===== src/include/mbr_pkg.sv =====
// package: constants and carriers for the memory bus reset and handoff block
package mbr_pkg;

  // boot region, bank enable and strobe reset values
  localparam logic [3:0] MBR_RECOVERY_RST = 4'hF;
  localparam logic [4:0] MBR_BURST_DLY_RST = 5'h1F;
  localparam logic [4:0] MBR_FIRST_DLY_RST = 5'h1F;
  localparam logic MBR_ROM_TYPE_RST = 1'h0;
  localparam logic [3:0] MBR_BANK_EN_RST = 4'h0;
  localparam logic [3:0] MBR_STROBES_OFF = 4'hF;
  localparam logic [3:0] MBR_STROBES_ON = 4'h0;

  // card timing multipliers, in units of k = speed field + 1
  localparam int MBR_CARD_ADDR_SETUP_K = 3;
  localparam int MBR_CARD_CMD_K = 3;
  localparam int MBR_CARD_HOLD_K = 1;
  localparam int MBR_CARD_WAIT_K = 2;
  localparam int MBR_CARD_ACCESS_K = 6;

  // memory operation lengths in cycles
  localparam logic [3:0] MBR_ACCESS_CYCLES = 4'h4;
  localparam logic [3:0] MBR_REFRESH_CYCLES = 4'h4;

  typedef struct packed {
    logic [3:0] recovery_count;
    logic [4:0] burst_delay;
    logic [4:0] first_access_delay;
    logic bus_width_bit;
    logic rom_type;
  } mbr_boot_cfg_s;

  typedef struct packed {
    logic [3:0] row_strobe_n;
    logic [3:0] column_strobe_n;
    logic [3:0] chip_select_n;
    logic output_enable_n;
    logic write_enable_n;
  } mbr_mem_pins_s;

  typedef struct packed {
    logic card_enable_n;
    logic card_output_enable_n;
    logic card_write_enable_n;
    logic card_io_read_n;
    logic card_io_write_n;
  } mbr_card_pins_s;

endpackage


===== src/design/mbr_sync2.sv =====
// two flip-flop synchroniser for one asynchronous level
`timescale 1ns/1ps
`default_nettype none
module mbr_sync2 (
  // clock and reset
  input wire logic i_clk,
  input wire logic i_srst,
  // level
  input wire logic i_async,
  output logic o_sync
);
  logic meta_q;
  logic sync_q;

  always_ff @(posedge i_clk) begin
    if (i_srst) begin
      meta_q <= 1'b0;
      sync_q <= 1'b0;
    end else begin
      meta_q <= i_async;
      sync_q <= meta_q;
    end
  end

  assign o_sync = sync_q;
endmodule
`default_nettype wire


===== src/design/mbr_card_timer.sv =====
// card strobe sequencer: enable setup, command, hold, counted in units of k
`timescale 1ns/1ps
`default_nettype none
module mbr_card_timer (
  // clock and reset
  input wire logic i_clk,
  input wire logic i_srst,
  // request
  input wire logic i_start,
  input wire logic i_write,
  input wire logic i_io,
  input wire logic [4:0] i_speed,
  input wire logic i_wait_n,
  // status and pins
  output logic o_busy,
  output logic o_done,
  output mbr_pkg::mbr_card_pins_s o_pins
);
  import mbr_pkg::*;

  typedef enum logic [1:0] {MBR_C_IDLE, MBR_C_SETUP, MBR_C_CMD, MBR_C_HOLD} mbr_card_e;

  mbr_card_e st_q, st_d;
  logic [8:0] cnt_q, cnt_d;
  logic wr_q, wr_d;
  logic io_q, io_d;
  logic done_q, done_d;
  mbr_card_pins_s pins_q, pins_d;
  logic [8:0] k;

  assign k = {4'h0, i_speed} + 9'h001;

  always_comb begin
    st_d = st_q;
    cnt_d = cnt_q;
    wr_d = wr_q;
    io_d = io_q;
    done_d = 1'b0;
    unique case (st_q)
      MBR_C_IDLE: begin
        if (i_start) begin
          // enable leads command by 3k, also giving 3k address setup
          st_d = MBR_C_SETUP;
          cnt_d = 9'(MBR_CARD_ADDR_SETUP_K * k - 1);
          wr_d = i_write;
          io_d = i_io;
        end
      end
      MBR_C_SETUP: begin
        if (cnt_q == 9'h000) begin
          st_d = MBR_C_CMD;
          cnt_d = 9'(MBR_CARD_CMD_K * k - 1);
        end else begin
          cnt_d = cnt_q - 9'h001;
        end
      end
      MBR_C_CMD: begin
        // wait sampled only once its valid window (2k-1) has passed
        if (cnt_q != 9'h000) begin
          cnt_d = cnt_q - 9'h001;
        end else if (i_wait_n) begin
          st_d = MBR_C_HOLD;
          cnt_d = 9'(MBR_CARD_HOLD_K * k - 1);
        end
      end
      MBR_C_HOLD: begin
        if (cnt_q == 9'h000) begin
          st_d = MBR_C_IDLE;
          done_d = 1'b1;
        end else begin
          cnt_d = cnt_q - 9'h001;
        end
      end
    endcase
    pins_d = '1;
    pins_d.card_enable_n = (st_d == MBR_C_IDLE);
    if (st_d == MBR_C_CMD) begin
      pins_d.card_output_enable_n = wr_d | io_d;
      pins_d.card_write_enable_n = ~wr_d | io_d;
      pins_d.card_io_read_n = wr_d | ~io_d;
      pins_d.card_io_write_n = ~wr_d | ~io_d;
    end
  end

  always_ff @(posedge i_clk) begin
    if (i_srst) begin
      st_q <= MBR_C_IDLE;
      cnt_q <= 9'h000;
      wr_q <= 1'b0;
      io_q <= 1'b0;
      done_q <= 1'b0;
      pins_q <= '1;
    end else begin
      st_q <= st_d;
      cnt_q <= cnt_d;
      wr_q <= wr_d;
      io_q <= io_d;
      done_q <= done_d;
      pins_q <= pins_d;
    end
  end

  assign o_busy = (st_q != MBR_C_IDLE);
  assign o_done = done_q;
  assign o_pins = pins_q;
endmodule
`default_nettype wire


===== src/design/mbr_top.sv =====
// memory bus reset defaults, disabled-bank refresh and alternate master handoff
// Behaviour
// - power-on keeps dram off, boot slowest timing
// - boot bus width bit is inverted width pin
// - boot config resets to F, 1F, 1F, 0
// - power-on drives all strobes high
// - sleep exit holds row/column strobes low
// - both resets clear all bank enables
// - read of disabled bank runs refresh
// - grant only after pending work finishes
// - granted bus pins are released
// - request and grant stay high during tenure
// - no refresh while bus is granted
// - request drop ends grant, pins driven again
// - refresh missed during tenure runs first
// - card timing minimums in units of k
// - card enable setup/hold and wait window
`timescale 1ns/1ps
`default_nettype none
module mbr_top (
  // clock and resets
  input wire logic i_clk,
  input wire logic i_srst,
  input wire logic i_sleep_exit,
  // boot width pin
  input wire logic i_boot_width,
  // configuration from software
  input wire logic i_bank_enable_wr,
  input wire logic [3:0] i_bank_enable_data,
  input wire logic i_alt_master_en,
  input wire logic i_self_refresh_release,
  // memory request port
  input wire logic i_mem_req,
  input wire logic i_mem_read,
  input wire logic [1:0] i_mem_bank,
  input wire logic i_refresh_tick,
  // card request port
  input wire logic i_card_req,
  input wire logic i_card_write,
  input wire logic i_card_io,
  input wire logic [4:0] i_card_speed_field,
  input wire logic i_card_wait_n,
  // alternate master handshake
  input wire logic i_bus_request,
  output logic o_bus_grant,
  output logic o_mem_pins_oe,
  // status
  output logic o_mem_ack,
  output logic o_refresh_active,
  output logic o_card_done,
  output logic [3:0] o_dram_bank_enable,
  output mbr_pkg::mbr_boot_cfg_s o_boot_region_config,
  // memory pins
  output mbr_pkg::mbr_mem_pins_s o_mem_pins,
  output mbr_pkg::mbr_card_pins_s o_card_pins
);
  import mbr_pkg::*;

  //////////////////////////////////////////////////////////////////////////////
  typedef enum logic [2:0] {MBR_IDLE, MBR_ACCESS, MBR_REFRESH, MBR_GRANTED,
                            MBR_CARD} mbr_state_e;

  mbr_state_e st_q, st_d;
  logic [3:0] cnt_q, cnt_d;
  logic [3:0] bank_en_q, bank_en_d;
  mbr_boot_cfg_s cfg_q, cfg_d;
  logic self_ref_q, self_ref_d;
  logic refresh_pend_q, refresh_pend_d;
  logic grant_q, grant_d;
  logic ack_q, ack_d;
  logic refresh_q, refresh_d;
  logic oe_q, oe_d;
  mbr_mem_pins_s pins_q, pins_d;
  logic req_sync;
  logic width_sync;
  logic wait_sync;
  logic [3:0] strobes_rst;
  logic rst_any;
  logic card_start;
  logic card_busy;
  logic card_done;
  mbr_card_pins_s card_pins;

  assign rst_any = i_srst | i_sleep_exit;

  // reset strobe level: power-on parks them high, sleep exit keeps them low
  // so the drams stay in self-refresh until software lets them go
  assign strobes_rst = i_srst ? MBR_STROBES_OFF : MBR_STROBES_ON;

  //////////////////////////////////////////////////////////////////////////////
  // pins from outside are synchronised before use
  mbr_sync2 u_req_sync (
    .i_clk(i_clk),
    .i_srst(i_srst),
    .i_async(i_bus_request),
    .o_sync(req_sync)
  );

  mbr_sync2 u_width_sync (
    .i_clk(i_clk),
    .i_srst(1'b0),
    .i_async(i_boot_width),
    .o_sync(width_sync)
  );

  // card wait comes from the socket; the two-cycle sync delay stays inside
  // the 3k command time, so a wait valid by 2k-1 is still seen in time
  mbr_sync2 u_wait_sync (
    .i_clk(i_clk),
    .i_srst(i_srst),
    .i_async(i_card_wait_n),
    .o_sync(wait_sync)
  );

  // sleep exit parks the card strobes as well
  mbr_card_timer u_card (
    .i_clk(i_clk),
    .i_srst(rst_any),
    .i_start(card_start),
    .i_write(i_card_write),
    .i_io(i_card_io),
    .i_speed(i_card_speed_field),
    .i_wait_n(wait_sync),
    .o_busy(card_busy),
    .o_done(card_done),
    .o_pins(card_pins)
  );

  // a busy timer is never restarted; a sleep-exit reset returns it to idle
  assign card_start = (st_q == MBR_IDLE) && !refresh_pend_q && !req_sync &&
                      !i_mem_req && i_card_req && !card_busy;

  //////////////////////////////////////////////////////////////////////////////
  // configuration: reset values, then software writes
  always_comb begin
    bank_en_d = bank_en_q;
    cfg_d = cfg_q;
    self_ref_d = self_ref_q;
    if (i_bank_enable_wr) begin
      bank_en_d = i_bank_enable_data;
    end
    if (i_self_refresh_release) begin
      self_ref_d = 1'b0;
    end
    // width pin is read after release; width bit is its inverse
    cfg_d.bus_width_bit = ~width_sync;
  end

  always_ff @(posedge i_clk) begin
    if (rst_any) begin
      bank_en_q <= MBR_BANK_EN_RST;
      cfg_q.recovery_count <= MBR_RECOVERY_RST;
      cfg_q.burst_delay <= MBR_BURST_DLY_RST;
      cfg_q.first_access_delay <= MBR_FIRST_DLY_RST;
      cfg_q.rom_type <= MBR_ROM_TYPE_RST;
      cfg_q.bus_width_bit <= ~width_sync;
      // power-on wins over sleep exit when both are high
      self_ref_q <= !i_srst;
    end else begin
      bank_en_q <= bank_en_d;
      cfg_q <= cfg_d;
      self_ref_q <= self_ref_d;
    end
  end

  //////////////////////////////////////////////////////////////////////////////
  // arbitration: accesses, refresh, card cycles and bus handoff
  always_comb begin
    st_d = st_q;
    cnt_d = cnt_q;
    grant_d = grant_q;
    ack_d = 1'b0;
    // a tick in the same cycle as the clear is kept pending
    refresh_pend_d = refresh_pend_q | i_refresh_tick;
    unique case (st_q)
      MBR_IDLE: begin
        if (refresh_pend_q) begin
          // owed refresh runs ahead of any stalled access
          st_d = MBR_REFRESH;
          cnt_d = MBR_REFRESH_CYCLES - 4'h1;
          refresh_pend_d = i_refresh_tick;
        end else if (i_mem_req) begin
          // a held access is already pending, so it finishes before grant
          if (i_mem_read && !bank_en_q[i_mem_bank]) begin
            st_d = MBR_REFRESH;
            cnt_d = MBR_REFRESH_CYCLES - 4'h1;
          end else begin
            st_d = MBR_ACCESS;
            cnt_d = MBR_ACCESS_CYCLES - 4'h1;
          end
        end else if (req_sync) begin
          // only a quiet idle with nothing owed reaches here
          st_d = MBR_GRANTED;
          grant_d = 1'b1;
        end else if (card_start) begin
          st_d = MBR_CARD;
        end
      end
      MBR_ACCESS, MBR_REFRESH: begin
        if (cnt_q == 4'h0) begin
          st_d = MBR_IDLE;
          ack_d = 1'b1;
        end else begin
          cnt_d = cnt_q - 4'h1;
        end
      end
      MBR_CARD: begin
        if (card_done) begin
          st_d = MBR_IDLE;
          ack_d = 1'b1;
        end
      end
      MBR_GRANTED: begin
        // ticks only set the one pending flag here; nothing is refreshed
        if (!req_sync) begin
          st_d = MBR_IDLE;
          grant_d = 1'b0;
        end
      end
    endcase
    // mastership disabled: never grant, release any tenure
    if (!i_alt_master_en && st_d == MBR_GRANTED) begin
      st_d = MBR_IDLE;
      grant_d = 1'b0;
    end
  end

  //////////////////////////////////////////////////////////////////////////////
  // status flags follow the state just entered
  always_comb begin
    refresh_d = (st_d == MBR_REFRESH);
    // pins float from the grant edge to the edge that drops it
    oe_d = !grant_d;
  end

  // memory pin levels follow the state just entered
  always_comb begin
    pins_d.chip_select_n = MBR_STROBES_OFF;
    pins_d.output_enable_n = 1'b1;
    pins_d.write_enable_n = 1'b1;
    pins_d.row_strobe_n = self_ref_d ? MBR_STROBES_ON : MBR_STROBES_OFF;
    pins_d.column_strobe_n = self_ref_d ? MBR_STROBES_ON : MBR_STROBES_OFF;
    if (st_d == MBR_REFRESH) begin
      pins_d.row_strobe_n = MBR_STROBES_ON;
      pins_d.column_strobe_n = MBR_STROBES_ON;
    end else if (st_d == MBR_ACCESS) begin
      pins_d.row_strobe_n = ~(4'h1 << i_mem_bank);
      pins_d.column_strobe_n = MBR_STROBES_ON;
      pins_d.output_enable_n = ~i_mem_read;
      pins_d.write_enable_n = i_mem_read;
    end
  end

  // state register
  always_ff @(posedge i_clk) begin
    if (rst_any) begin
      st_q <= MBR_IDLE;
      cnt_q <= 4'h0;
      refresh_pend_q <= 1'b0;
      grant_q <= 1'b0;
      ack_q <= 1'b0;
      refresh_q <= 1'b0;
      oe_q <= 1'b1;
    end else begin
      st_q <= st_d;
      cnt_q <= cnt_d;
      refresh_pend_q <= refresh_pend_d;
      grant_q <= grant_d;
      ack_q <= ack_d;
      refresh_q <= refresh_d;
      oe_q <= oe_d;
    end
  end

  // pin register, parked by either reset
  always_ff @(posedge i_clk) begin
    if (rst_any) begin
      pins_q.row_strobe_n <= strobes_rst;
      pins_q.column_strobe_n <= strobes_rst;
      pins_q.chip_select_n <= MBR_STROBES_OFF;
      pins_q.output_enable_n <= 1'b1;
      pins_q.write_enable_n <= 1'b1;
    end else begin
      pins_q <= pins_d;
    end
  end

  //////////////////////////////////////////////////////////////////////////////
  assign o_bus_grant = grant_q;
  assign o_mem_pins_oe = oe_q;
  assign o_mem_ack = ack_q;
  assign o_refresh_active = refresh_q;
  assign o_card_done = card_done;
  assign o_dram_bank_enable = bank_en_q;
  assign o_boot_region_config = cfg_q;
  assign o_mem_pins = pins_q;
  assign o_card_pins = card_pins;
endmodule
`default_nettype wire


===== config.mk =====
export PLATFORM = sky130hd
export DESIGN_NAME = mbr_top
export DESIGN_NICKNAME = d
export VERILOG_FILES = /design/src/include/mbr_pkg.sv /design/src/design/mbr_sync2.sv /design/src/design/mbr_card_timer.sv /design/src/design/mbr_top.sv
export SDC_FILE = /design/constraint.sdc
export NUM_CORES = 1
export LEC_CHECK = 0
export BUFFER_PORTS_ARGS = -buffer_cell sky130_fd_sc_hd__buf_2
export CAP_MARGIN = 20
export CORE_MARGIN = 1
export CORE_UTILIZATION = 45
export CTS_BUF_LIST = sky130_fd_sc_hd__clkbuf_4
export DETAILED_ROUTE_END_ITERATION = 10
export MAX_ROUTING_LAYER = met4
export PLACE_DENSITY = 0.7
export SLEW_MARGIN = 20
export SYNTH_ARGS = -nofsm -noshare
export SYNTH_HDL_FRONTEND = slang
export SYNTH_HIERARCHICAL = 1
export SYNTH_SLANG_ARGS = --single-unit

===== constraint.sdc =====
create_clock -name i_clk -period 2.4 [get_ports i_clk]
set_input_delay 0.12 -clock i_clk [delete_from_list [all_inputs] [get_ports i_clk]]
set_output_delay 0.12 -clock i_clk [all_outputs]
set_load 0.02 [all_outputs]

==> impl_metrics.py <==
metrics = {
    "drt": {
        "route.detailed.drc": 0,
        "vias": 2895,
        "wl_per_cell_um": 12.91,
        "firstDrtPassIters": 4,
        "routed_wl_um": 7216,
        "drtIter0Drc": 156,
        "routed_via_density": 5.179,
        "ant_nets": 0,
    },
    "sta": {
        "finalHoldViolCount": 0,
        "fin_tns_setup_ps": 0,
        "fin_crit_sh": 0.9513,
        "setup_viol": 0,
        "timing.fmax_mhz": 438.0,
        "rsz0062_at_grt": "false",
        "final_max_slew_viol_count": 0,
        "worstMarginPinSlew_ps": 585.2,
        "maxSlewHeadroom": 0.6094,
        "worst_hold_slack_ps": 30.78,
        "fin_worst_skew_ps": 11.15,
        "period_needed_ps": 2283,
        "setup_ws_ps": 116.9,
    },
    "synthesis": {
        "syn_avg_cell_area_um2": 8.523,
        "synth.cell_area_um2": 3307,
        "yosys-top-cells-area": "dfxtp_1 30%, ha_1 6.1%, buf_4 5.9%",
        "ys_types": 78,
        "async_flop_share": 0,
        "synth_top_area_share": 0.3027,
        "ys.flop_type": "dfxtp_1",
        "syn_inst": 388,
        "synth_edf_count": 0,
        "synth_warnings": 6,
        "yosysMostFrequentCell": "dfxtp_1",
        "yosysSeqAreaShare": 0.3027,
        "synth_top_cell_by_area": "dfxtp_1",
        "synth_commonest_cells": "50 x dfxtp_1, 38 x nor2_1, 29 x nand2_1, 26 x buf_4, 26 x inv_1",
        "synth_seq_cells": 50,
    },
    "setup_path": {
        "startpoint_type": "flip-flop",
        "worstSetupPathType": "flip-flop to flip-flop",
        "cp_max_fo": 7,
        "critPathMaxStageDelay_ps": 460,
        "rrSetupSlack_ps": 120,
        "critPathRequiredTime_ps": 2670,
        "cp.arrival_ps": 2550,
        "reg2reg_depth": 7,
        "cp_cell_sequence": "inv_1 -> ha_1 -> or3b_4 -> or3_1 -> o2111a_2 -> nor4_2 -> a211oi_1",
        "end_kind": "flip-flop",
        "cp_slowest_cell": "nor4_2",
    },
    "run_status": {
        "outcome": "completed",
    },
    "global_route": {
        "antenna_found_initial": 0,
        "grt_pass1_wl_um": 11870,
        "track_usage": 0.2038,
        "grt_pass1_vias": 2697,
        "use_met2": 0.3608,
        "grt_max_degree": 18,
        "grt_overflow_total": 0,
        "grtUsageMet3": 0.03770,
        "busiest_layer": "met2",
        "use_met1": 0.2293,
    },
    "flow_run": {
        "drv_cap": 0,
    },
    "placement": {
        "place_inst": 537,
        "dp_hpwl_um": 5372,
        "gp_congestion": 0.8826,
        "io_buffers": 50,
        "post-place-ws_ps": -110.9,
    },
    "clock_tree": {
        "cts_buffer_depth": 2,
        "cts_tree": "done",
        "clk_pin_slew_worst_paths_ps": 160,
        "numCtsBuffers": 5,
        "cts.htree.levels": 2,
        "clk_latency_ps": 380,
        "cts.sinks": 50,
        "cts-root-buf": "clkbuf_4",
    },
    "min_path": {
        "hold_depth": 3,
        "min-delay-path-class": "input pin to flip-flop",
    },
    "cells_and_area": {
        "fillers": 645,
        "regArea_um2": 1001,
        "areaGrowthSynthToFinish_pct": 16.91,
        "diodes": 0,
        "nNetsFinal": 505,
        "multi_input_area_um2": 2021,
        "drive_gt1_frac": 0.2225,
        "instances_no_fill": 559,
    },
    "floorplanning": {
        "die-area_um2": 7696,
        "initial_core_util": 0.4762,
        "core_um2": 6944,
        "io_pins": 70,
        "die_h_um": 87.73,
        "fp.dieW_um": 87.73,
        "fp-row-count": 30,
    },
    "pwr": {
        "total_power_mw": 2.280,
        "peakVddDrop_mv": 0.2173,
        "p_leak_nw": 1.662,
        "p_per_area_nw_per_um2": 589.7,
    },
}
-- flip-flops by register name (all words and copies together), names as in the netlist, 2 cells and up --
signal / count
cnt_q: 4
o_dram_bank_enable: 4
o_mem_pins: 7
st_q: 3
u_card/cnt_q: 9
u_card/o_pins: 5
u_card/st_q: 2
-- report_power, final --
part / internal (mW) / total, mW / leakage [nW] / switching (mW)
clock: 0.227 / 0.527 / 0.0433 / 0.300
combinational: 0.355 / 0.840 / 1.21 / 0.485
sequential: 0.877 / 0.912 / 0.409 / 0.0351
total: 1.46 / 2.28 / 1.66 / 0.821
-- metal layers --
layer / part of all wire / vias to the layer above / wire length, um
li1: - / 1458 / -
met1: 0.44 / 1350 / 3190
met2: 0.51 / 74 / 3705
met3: 0.028 / 13 / 201
met4: 0.016 / 0 / 118
met5: 0 / - / 0
-- cell type report --
cell class / count / share of cell area
repair buffers: 84 / 0.1398
flip-flops and latches: 50 / 0.2589
inverters: 26 / 0.02524
clock buffers: 5 / 0.009709
clock inverters: 3 / 0.01262
multi-input cells: 295 / 0.5227
well taps: 96 / 0.03107
-- final timing paths --
path                                       start                              end
setup reg to reg           cnt_q[0]$_SDFFE_PP0P_           o_mem_pins[13]$_DFF_P_
hold reg to reg   u_width_sync/o_sync$_SDFF_PP0_  o_boot_region_config[1]$_DFF_P_
setup / recovery           cnt_q[0]$_SDFFE_PP0P_           o_mem_pins[13]$_DFF_P_
hold / removal                      i_card_write           u_card/wr_q$_SDFF_PP0_
-- logic make-up (layout without fill, tap and decap cells) --
kind of cell	Yosys count	count (layout)	share of synthesized area
XOR/XNOR	24	24	0.07491
flip-flops	50	50	0.3027
adder cells (fa/ha/maj)	17	17	0.06659
buffers and inverters	62	118	0.1101
AO/OA/AOI/OAI	91	91	0.2054
AND/OR/NAND/NOR	132	132	0.2077
multiplexers	10	10	0.03027
other	2	21	0.002271
-- cells in the final DEF (no fill, tap or decap), types with 3 or more instances in the layout --
master and instances:
or3_1 3, a22oi_1 3, nand3_1 11, ha_1 16
clkbuf_4 5, xnor2_1 16, inv_1 26, a21o_1 3
nand2b_1 6, dlygate4sd3_1 14, a211oi_1 6, nor2b_1 9
a21oi_1 20, nand2_1 29, nor3_1 10, xor2_1 5
and3_1 3, buf_2 50, buf_4 20, conb_1 21
mux2i_1 10, nor2_1 38, a31oi_1 9, o21ai_0 11
dfxtp_1 50
-- critical path: cells and delay by family (launching register included) --
family          cells  cell delay [ps]
flops               1              370
compound gates      2              320
fa+ha+maj           1              160
simple gates        3             1230
buf+inv             1               80
-- timing repair --
action                     in CTS  in global routing
hold buffers                   14                  0
setup endpoints to repair       0                  0
resized for setup               0                  0
buffers inserted                0                  0
hold endpoints to repair       14                  0
-- per-stage QoR --
step | area [um^2] | utilization
finish | 3866 | 0.5568
global route | 3866 | 0.5568
CTS | 3866 | 0.5568
detailed placement | 3640 | 0.5241
global placement | 3640 | 0.5241
floorplan | 3386 | -
Note: power is estimated with default switching activity, not from simulation.
